[src/hdl/ssmc_params.svh]
// timing constants and counts for the service setting mode controller
`ifndef SSMC_PARAMS_SVH
`define SSMC_PARAMS_SVH

`define SSMC_CLK_NS        20
`define SSMC_TICK_NS       1000000
`define SSMC_TICK_CYCLES   (`SSMC_TICK_NS / `SSMC_CLK_NS)
`define SSMC_HOLD_MS       5000
`define SSMC_WIN_MS        20000
`define SSMC_DB_MS         20
`define SSMC_SAFE_MS       178000
`define SSMC_SAFE_TEST_MS  0
`define SSMC_FAN_MS        1600
`define SSMC_FAN_TEST_MS   0
`define SSMC_REV_MS        1000
`define SSMC_REV_TEST_MS   0
`define SSMC_DRY_MS        600000
`define SSMC_DRY_TEST_MS   60000
`define SSMC_RUN5_MS       300000
`define SSMC_RUN5_TEST_MS  30000
`define SSMC_RND_STEP_MS   1000
`define SSMC_RND_STEP_TEST 100
`define SSMC_RND_MAX       62
`define SSMC_TMR_N         6
`define SSMC_TMR_W         20
`define SSMC_LFSR_SEED     8'hA5

`endif

[src/hdl/ssmc_pkg.sv]
// types shared by the service setting mode controller
package ssmc_pkg;

    typedef enum logic [4:0] {
        S_IDLE = 5'h01,
        S_H1   = 5'h02,
        S_W2   = 5'h04,
        S_H2   = 5'h08,
        S_SET  = 5'h10
    } ssmc_state_t;

    typedef struct packed {
        logic short_b;
        logic long_b;
        logic double_b;
    } ssmc_beep_t;

    typedef struct packed {
        logic       valid;
        logic [1:0] code;
        logic       stop;
    } ssmc_frame_t;

    // bit order matches the timer index used in the generate loop
    typedef struct packed {
        logic run5;
        logic dry_on;
        logic rev_det;
        logic fan_dly;
        logic rnd_restart;
        logic safe_dly;
    } ssmc_tmr_t;

endpackage

[src/hdl/ssmc_timer.sv]
// one-shot millisecond down counter with level done flag
`timescale 1ns/1ps
`include "ssmc_params.svh"

module ssmc_timer #(
    parameter int W = `SSMC_TMR_W
) (
    input  wire logic         clk,
    input  wire logic         rst_n,
    input  wire logic         tick,
    input  wire logic         start,
    input  wire logic [W-1:0] load,
    output logic              done_q
);

    logic [W-1:0] cnt_q;
    logic         run_q;

    // done holds until the next start so the consumer may sample it late
    always_ff @(posedge clk)
    begin
        if (!rst_n)
        begin
            cnt_q  <= '0;
            run_q  <= 1'b0;
            done_q <= 1'b0;
        end
        else if (start)
        begin
            cnt_q  <= load;
            run_q  <= (load != '0);
            done_q <= (load == '0);
        end
        else if (run_q && tick)
        begin
            cnt_q <= cnt_q - W'(1);
            if (cnt_q == W'(1))
            begin
                run_q  <= 1'b0;
                done_q <= 1'b1;
            end
        end
    end
endmodule

[src/hdl/ssmc_ctrl.sv]
// service button, setting mode, remote code filter and test-scaled timers
`timescale 1ns/1ps
`include "ssmc_params.svh"

module ssmc_ctrl #(
    parameter int TICK_CYCLES = `SSMC_TICK_CYCLES,
    parameter int HOLD_MS     = `SSMC_HOLD_MS,
    parameter int WIN_MS      = `SSMC_WIN_MS,
    parameter int DB_MS       = `SSMC_DB_MS,
    parameter int REV_MS      = `SSMC_REV_MS
) (
    input  wire logic                 ref_clk,
    input  wire logic                 rst_n,
    input  wire logic                 svc_btn,
    input  wire logic                 test_short,
    input  wire ssmc_pkg::ssmc_frame_t rx_frame,
    input  wire logic [1:0]           nvm_rd_code,
    input  wire ssmc_pkg::ssmc_tmr_t  tmr_start,
    output ssmc_pkg::ssmc_tmr_t       tmr_done,
    output ssmc_pkg::ssmc_beep_t      beep_q,
    output logic                      forced_cool_q,
    output logic                      setting_mode_q,
    output logic                      ack_en_q,
    output logic [1:0]                code_q,
    output logic                      nvm_we_q,
    output logic [1:0]                nvm_wcode_q,
    output logic                      accept_q,
    output logic                      accept_stop_q
);

    localparam int N = `SSMC_TMR_N;
    localparam int W = `SSMC_TMR_W;

    ssmc_pkg::ssmc_state_t st_q;
    logic [15:0]  div_q;
    logic         tick;
    logic         sync1_q;
    logic         sync2_q;
    logic         db_q;
    logic         db_prev_q;
    logic [7:0]   db_cnt_q;
    logic [15:0]  hold_q;
    logic [15:0]  win_q;
    logic         test_q;
    logic         loaded_q;
    logic [7:0]   lfsr_q;
    logic         press_rise;
    logic         hold_hit;
    logic         win_exp;
    logic         set_frame;
    logic [5:0]   rnd;
    logic [N-1:0] start_v;
    logic [N-1:0] done_v;
    logic [W-1:0] load_v [N];

    assign tick       = (div_q == 16'(TICK_CYCLES - 1));
    assign press_rise = db_q && !db_prev_q;
    assign hold_hit   = db_q && tick && (hold_q == 16'(HOLD_MS - 1));
    assign win_exp    = tick && (win_q == 16'(WIN_MS - 1));
    assign set_frame  = (st_q == ssmc_pkg::S_SET) && rx_frame.valid;

    always_ff @(posedge ref_clk)
    begin
        if (!rst_n || tick)
            div_q <= 16'h0000;
        else
            div_q <= div_q + 16'h0001;
    end

    // the raw button never reaches anything but the first stage
    always_ff @(posedge ref_clk)
    begin
        if (!rst_n)
        begin
            sync1_q   <= 1'b0;
            sync2_q   <= 1'b0;
            db_q      <= 1'b0;
            db_prev_q <= 1'b0;
            db_cnt_q  <= 8'h00;
        end
        else
        begin
            sync1_q   <= svc_btn;
            sync2_q   <= sync1_q;
            db_prev_q <= db_q;
            if (sync2_q == db_q)
                db_cnt_q <= 8'h00;
            else if (tick)
            begin
                if (db_cnt_q == 8'(DB_MS - 1))
                begin
                    db_q     <= sync2_q;
                    db_cnt_q <= 8'h00;
                end
                else
                    db_cnt_q <= db_cnt_q + 8'h01;
            end
        end
    end

    // hold length saturates so one long press gives one hit only
    always_ff @(posedge ref_clk)
    begin
        if (!rst_n || !db_q)
            hold_q <= 16'h0000;
        else if (tick && hold_q != 16'(HOLD_MS))
            hold_q <= hold_q + 16'h0001;
    end

    always_ff @(posedge ref_clk)
    begin
        if (!rst_n)
            win_q <= 16'h0000;
        else if ((st_q == ssmc_pkg::S_H1 && !db_q) || (st_q == ssmc_pkg::S_H2 && !db_q))
            win_q <= 16'h0000;
        else if (st_q == ssmc_pkg::S_SET && press_rise)
            win_q <= 16'h0000;
        else if (tick)
            win_q <= win_q + 16'h0001;
    end

    always_ff @(posedge ref_clk)
    begin
        if (!rst_n)
        begin
            st_q          <= ssmc_pkg::S_IDLE;
            beep_q        <= '0;
            forced_cool_q <= 1'b0;
            ack_en_q      <= 1'b1;
        end
        else
        begin
            beep_q        <= '0;
            forced_cool_q <= 1'b0;
            if (accept_q && ack_en_q)
            begin
                beep_q.long_b  <= accept_stop_q;
                beep_q.short_b <= !accept_stop_q;
            end
            case (st_q)
                ssmc_pkg::S_IDLE:
                    if (hold_hit)
                    begin
                        st_q           <= ssmc_pkg::S_H1;
                        beep_q.short_b <= 1'b1;
                    end
                ssmc_pkg::S_H1:
                    if (!db_q)
                    begin
                        st_q          <= ssmc_pkg::S_W2;
                        forced_cool_q <= 1'b1;
                    end
                ssmc_pkg::S_W2:
                    if (hold_hit)
                    begin
                        st_q            <= ssmc_pkg::S_H2;
                        beep_q.double_b <= 1'b1;
                    end
                    else if (win_exp)
                        st_q <= ssmc_pkg::S_IDLE;
                ssmc_pkg::S_H2:
                    if (!db_q)
                        st_q <= ssmc_pkg::S_SET;
                ssmc_pkg::S_SET:
                    if (rx_frame.valid)
                        st_q <= ssmc_pkg::S_IDLE;
                    else if (press_rise)
                    begin
                        ack_en_q       <= !ack_en_q;
                        beep_q.short_b <= !ack_en_q;
                        beep_q.long_b  <= ack_en_q;
                    end
                    else if (win_exp)
                        st_q <= ssmc_pkg::S_IDLE;
                default:
                    st_q <= ssmc_pkg::S_IDLE;
            endcase
        end
    end

    always_ff @(posedge ref_clk)
    begin
        if (!rst_n)
            setting_mode_q <= 1'b0;
        else
            setting_mode_q <= (st_q == ssmc_pkg::S_H2 && !db_q) ||
                              (st_q == ssmc_pkg::S_SET && !rx_frame.valid && !(win_exp && !press_rise));
    end

    // stored code is fetched once after reset, later only written through
    always_ff @(posedge ref_clk)
    begin
        if (!rst_n)
        begin
            loaded_q    <= 1'b0;
            code_q      <= 2'h0;
            nvm_we_q    <= 1'b0;
            nvm_wcode_q <= 2'h0;
        end
        else
        begin
            loaded_q <= 1'b1;
            nvm_we_q <= set_frame;
            if (!loaded_q)
                code_q <= nvm_rd_code;
            else if (set_frame)
            begin
                code_q      <= rx_frame.code;
                nvm_wcode_q <= rx_frame.code;
            end
        end
    end

    always_ff @(posedge ref_clk)
    begin
        if (!rst_n)
        begin
            accept_q      <= 1'b0;
            accept_stop_q <= 1'b0;
        end
        else
        begin
            accept_q      <= rx_frame.valid && loaded_q && st_q != ssmc_pkg::S_SET &&
                             rx_frame.code == code_q;
            accept_stop_q <= rx_frame.stop;
        end
    end

    always_ff @(posedge ref_clk)
    begin
        if (!rst_n)
        begin
            test_q <= 1'b0;
            lfsr_q <= `SSMC_LFSR_SEED;
        end
        else
        begin
            test_q <= test_short;
            lfsr_q <= {lfsr_q[6:0], lfsr_q[7] ^ lfsr_q[5] ^ lfsr_q[4] ^ lfsr_q[3]};
        end
    end

    assign rnd = (lfsr_q[5:0] > 6'(`SSMC_RND_MAX)) ? 6'(`SSMC_RND_MAX) : lfsr_q[5:0];

    // a load is picked when its timer starts; later test point changes wait for the next start
    always_comb
    begin
        load_v[0] = test_q ? W'(`SSMC_SAFE_TEST_MS) : W'(`SSMC_SAFE_MS);
        load_v[1] = W'({14'h0000, rnd} * (test_q ? W'(`SSMC_RND_STEP_TEST)
                                                 : W'(`SSMC_RND_STEP_MS)));
        load_v[2] = test_q ? W'(`SSMC_FAN_TEST_MS) : W'(`SSMC_FAN_MS);
        load_v[3] = test_q ? W'(`SSMC_REV_TEST_MS) : W'(REV_MS);
        load_v[4] = test_q ? W'(`SSMC_DRY_TEST_MS) : W'(`SSMC_DRY_MS);
        load_v[5] = test_q ? W'(`SSMC_RUN5_TEST_MS) : W'(`SSMC_RUN5_MS);
    end

    assign start_v  = tmr_start;
    assign tmr_done = done_v;

    for (genvar i = 0; i < N; i++)
    begin : g_tmr
        ssmc_timer #(.W(W)) u_tmr (
            .clk    (ref_clk),
            .rst_n  (rst_n),
            .tick   (tick),
            .start  (start_v[i]),
            .load   (load_v[i]),
            .done_q (done_v[i])
        );
    end
endmodule

[config.mk]
export PLATFORM = sky130hd
export DESIGN_NAME = ssmc_ctrl
export DESIGN_NICKNAME = d
export VERILOG_FILES = /design/src/hdl/ssmc_pkg.sv /design/src/hdl/ssmc_timer.sv /design/src/hdl/ssmc_ctrl.sv
export VERILOG_INCLUDE_DIRS = /design/src /design/src/hdl
export SDC_FILE = /design/constraint.sdc
export NUM_CORES = 1
export LEC_CHECK = 0
export BUFFER_PORTS_ARGS = -buffer_cell sky130_fd_sc_hd__buf_2
export CORE_MARGIN = 3
export CORE_UTILIZATION = 38
export CTS_CLUSTER_DIAMETER = 100
export DETAILED_ROUTE_END_ITERATION = 7
export PLACE_DENSITY = 0.54
export SKIP_LAST_GASP = 1
export SYNTH_ARGS = -nofsm -noshare
export SYNTH_HDL_FRONTEND = slang
export SYNTH_HIERARCHICAL = 1
export SYNTH_SLANG_ARGS = --single-unit
[constraint.sdc]
create_clock -name ref_clk -period 5.25 [get_ports ref_clk]
set_input_delay 1.05 -clock ref_clk [delete_from_list [all_inputs] [get_ports ref_clk]]
set_output_delay 1.05 -clock ref_clk [all_outputs]
set_load 0.01 [all_outputs]
==> summary.md <==
| Metric | Value |
|---|---|
| Power, Total | 4.84 mW |
| Multi-input logic area | 0.00801 mm² |
| Vias in the first global route | 9875 |
| Share of async-settable or async-resettable flops after synthesis | 0 |
| Final Hold Slack | 0.417 ns |
| Mapped Avg Cell Area | 8.38 µm² |
| Number of standard cells after synthesis | 1493 |
| Slack of the worst reg-to-reg path | 0.42 ns |
| Hold WC Path Type | register to register |
| Core Area | 0.0320 mm² |
| Global-route total usage across every layer | 0.150 |
| Worst-case hold path end point | lfsr_q[7] |
| Netlist cell types | 66 |
| Post-layout min period | 4.83 ns |
| CTS clk-pin slew, worst paths | 0.06 ns |
| Area growth from synthesis to layout | 14.7% |
| Width of the chip | 188 µm |
| Launching element of the worst setup path | lfsr_q[4] |
| Clock tree from TritonCTS | built |
| Power density over the cells | 337 mW/mm² |
| Clock power frac | 0.394 |
| Most used flip-flop cell after synthesis | sky130_fd_sc_hd__dfxtp_1 |
| Endpoint type of the worst setup path | register |
| Register cell area after layout | 0.00441 mm² |
| Cell area after synthesis | 0.0125 mm² |
| Gr busiest metal | met2 |
| Maximum buffer depth of the clock tree | 3 |
| Number of standard-cell rows in the floorplan | 65 |
| Final setup viols | 0 |
| Final setup skew | 0.0148 ns |
| Count of maximum capacitance violations | 0 |
| Final net count | 1698 |
| Initial standard-cell utilization of the core | 0.391 |
| Kind of critical path | register to register |
| Remaining antenna violation count | 0 |
| Top library cells by usage in the layout, fill and taps aside | sky130_fd_sc_hd__dfxtp_1 (219), sky130_fd_sc_hd__conb_1 (143), sky130_fd_sc_hd__o21ai_0 (122), sky130_fd_sc_hd__nor2_1 (112) |
| Max-slew violation total from the final report | 0 |
| PortBufs | 34 |
| Global Route met3 Usage | 0.0224 |
| Number of hold violations in the final report | 0 |
| Fraction of final layout cells with drive strength greater than 1 | 0.0719 |
| Residual DRC | 0 |
| Pin count of the biggest net entering global routing | 82 |
| Routed length per placed instance | 12.8 µm |
| Total negative slack for setup checks | 0 ns |
| Share of power burned in registers | 0.388 |
| Hold path startpoint | lfsr_q[6] |
| Maximum vdd drop | 0.283 mV |
| Min-Delay Path Depth | 1 |
| Violation count after the first detailed-route iteration | 542 |
| Measured slew at the worst slew-check pin | 1.01 ns |
| Reg2Reg Launch Point | lfsr_q[4] |
| Detail Placement HPWL | 17.8 mm |
| Portion of the post-synthesis area used by sequential elements | 0.352 |
| Relative contribution of combinational cells to total power | 0.218 |
| Share of the clock period used by the worst path | 0.920 |
| Met1 track demand over resource in global routing | 0.210 |
| Unrepaired setup endpoints after global routing | false |
| Run status | finished clean |
| Maximum achievable frequency | 207 MHz |
| Pint | 3.39 mW |
| LEAKAGE | 5.40 nW |
| Vias after detailed routing | 10500 |
| Met2 Track Usage GR | 0.248 |
| Number of antenna violations at the first check in global routing | 0 |
| Data arrival time of the worst path | 5.30 ns |
| Clock sink total | 220 |
| Die Area | 0.0352 mm² |
| Warning count from the yosys run | 6 |
| Filler instances | 3181 |
| Crit start category | register |
| Final antenna diode count | 0 |
| Relative max-transition margin | 0.324 |
| First-pass GRT wire length | 46.9 mm |
| Number of vias per cell | 5.07 |
| Placer congestion estimate | 0.778 |
| GR Overflow Total | 0 |
| EDFF count, synth | 0 |
| Aggregate routed wire length | 26.6 mm |
| Register bit count reported by yosys | 220 |
| Cell chosen for the clock root | sky130_fd_sc_hd__clkbuf_16 |
| Die Y-Extent | 188 µm |
| Count of H-tree levels built during CTS | 1 |
| Sw Share | 0.299 |
| Worst reg-to-reg path cell count | 18 |
| Net Sw Power | 1.45 mW |
| Drt first pass iters | 4 |
| Worst reg2reg endpoint | g_tmr[1].u_tmr/done_q |
| Worst path required time | 5.73 ns |
| IO Count | 35 |
| Clock buffers created by TritonCTS | 27 |
| Clock latency on the worst-skew pair | 0.53 ns |
| Leading cell type in the layout, fill and taps excluded | sky130_fd_sc_hd__dfxtp_1 |
| Core utilization of the finished layout | 0.448 |
| Maximum fanout encountered on the critical timing path | 7 |
==> worst max-delay path by stage <==
stage / to / cells after the start
floorplan: g_tmr[1].u_tmr/done_q / 19
CTS: g_tmr[1].u_tmr/done_q / 18
finish: g_tmr[1].u_tmr/done_q / 18
global route: g_tmr[1].u_tmr/run_q / 19
detailed placement: g_tmr[1].u_tmr/done_q / 18
global placement: g_tmr[1].u_tmr/done_q / 18
==> registers in the layout, indices dropped and copies added, names as in the netlist, 2 cells and up <==
signal / flops
lfsr_q: 8
hold_q: 16
win_q: 16
g_tmr.u_tmr/run_q: 6
code_q: 2
div_q: 16
st_q: 5
g_tmr.u_tmr/cnt_q: 120
beep_q: 3
db_cnt_q: 8
g_tmr.u_tmr/done_q: 6
nvm_wcode_q: 2
==> power by group through the flow <==
stage | Clock [mW] | Sequential [mW] | Combinational [mW]
global route | 2.05 | 1.89 | 1.22
CTS | 1.97 | 1.87 | 1.07
finish | 1.91 | 1.88 | 1.05
floorplan | 0 | 1.88 | 0.876
global placement | 0 | 1.91 | 1.05
detailed placement | 0 | 1.91 | 1.06
==> layer usage <==
layer,vias to the layer above,share of wire
li1,5585,-
met1,4834,0.51
met2,83,0.45
met3,32,0.028
met4,0,0.017
met5,-,0
==> logic make-up (layout without fill, tap and decap cells) <==
logic type	Yosys count	in the layout	synth area share
DFF	220	220	0.352
and+or+nand+nor	565	565	0.257
adders and majority gates	62	62	0.0716
other	2	143	0.000600
buffers and inverters	156	163	0.0507
xor gates and xnor gates	133	133	0.0931
AOI/OAI and AO/OA	348	348	0.169
muxes	7	7	0.00570
==> worst max-delay path, stage by stage, from the launching register on <==
cell and delay (ns):
sky130_fd_sc_hd__dfxtp_1 0.47, sky130_fd_sc_hd__nand2_1 0.08, sky130_fd_sc_hd__o21a_1 0.23, sky130_fd_sc_hd__and2_1 0.26, sky130_fd_sc_hd__fa_1 0.47, sky130_fd_sc_hd__fa_1 0.50
sky130_fd_sc_hd__inv_1 0.06, sky130_fd_sc_hd__fa_1 0.53, sky130_fd_sc_hd__inv_1 0.04, sky130_fd_sc_hd__ha_1 0.35, sky130_fd_sc_hd__nand3_1 0.11, sky130_fd_sc_hd__o211ai_1 0.11
sky130_fd_sc_hd__or4_1 0.45, sky130_fd_sc_hd__nand2_1 0.12, sky130_fd_sc_hd__o311ai_0 0.17, sky130_fd_sc_hd__nor4_1 0.35, sky130_fd_sc_hd__nand2_1 0.08, sky130_fd_sc_hd__o21ai_0 0.20
sky130_fd_sc_hd__o311a_1 0.19
==> what timing repair did <==
item | CTS | global route
buffers inserted | 0 | 0
endpoints found under the setup margin | 0 | 2
hold buffers | 0 | 0
endpoints found under the hold margin | 0 | 0
resized for setup | 0 | 1
==> stage by stage <==
stage                     instance area, µm²  cells  worst slack (ns)
after floorplan                        13100   1634            0.0367
after global placement                 13500   2026             0.482
after detailed placement               13500   2026             0.408
after CTS                              14400   2076             0.350
after global routing                   14400   2076            0.0135
final                                  14400   2076             0.422
==> Yosys cell counts, drive strengths merged (5+ instances only) <==
| cell type | count | share of area |
|---|---|---|
| dfxtp | 220 | 0.35 |
| o21ai | 122 | 0.049 |
| nor2 | 112 | 0.034 |
| nand2 | 85 | 0.025 |
| xnor2 | 85 | 0.059 |
| nor4 | 83 | 0.047 |
| a21oi | 78 | 0.031 |
| inv | 68 | 0.020 |
| clkbuf | 63 | 0.019 |
| or4 | 58 | 0.035 |
| xor2 | 48 | 0.034 |
| a31oi | 46 | 0.023 |
| ha | 46 | 0.046 |
| nand3 | 45 | 0.018 |
| o31ai | 42 | 0.026 |
| or3 | 36 | 0.018 |
| nand4 | 27 | 0.015 |
| nor3 | 25 | 0.010 |
| buf | 20 | 0.0097 |
| and2 | 18 | 0.0090 |
| and3 | 18 | 0.0090 |
| fa | 16 | 0.026 |
| a311oi | 11 | 0.0077 |
| nor2b | 11 | 0.0055 |
| or2 | 11 | 0.0055 |
| nand2b | 8 | 0.0040 |
| a211oi | 7 | 0.0042 |
| mux2i | 6 | 0.0048 |
| o311a | 6 | 0.0048 |
| and4 | 5 | 0.0035 |
| clkinv | 5 | 0.0015 |
| o311ai | 5 | 0.0035 |
| or4b | 5 | 0.0040 |
==> cell type report <==
cell class	instances	area share
Timing Repair Buffer	40	0.0152
Sequential cell	220	0.307
Multi-Input combinational cell	1258	0.558
Inverter	73	0.0193
Clock buffer	37	0.0510
Tap cell	435	0.0379
Clock inverter	13	0.0122
No activity file was read; power rests on OpenSTA's default activity.
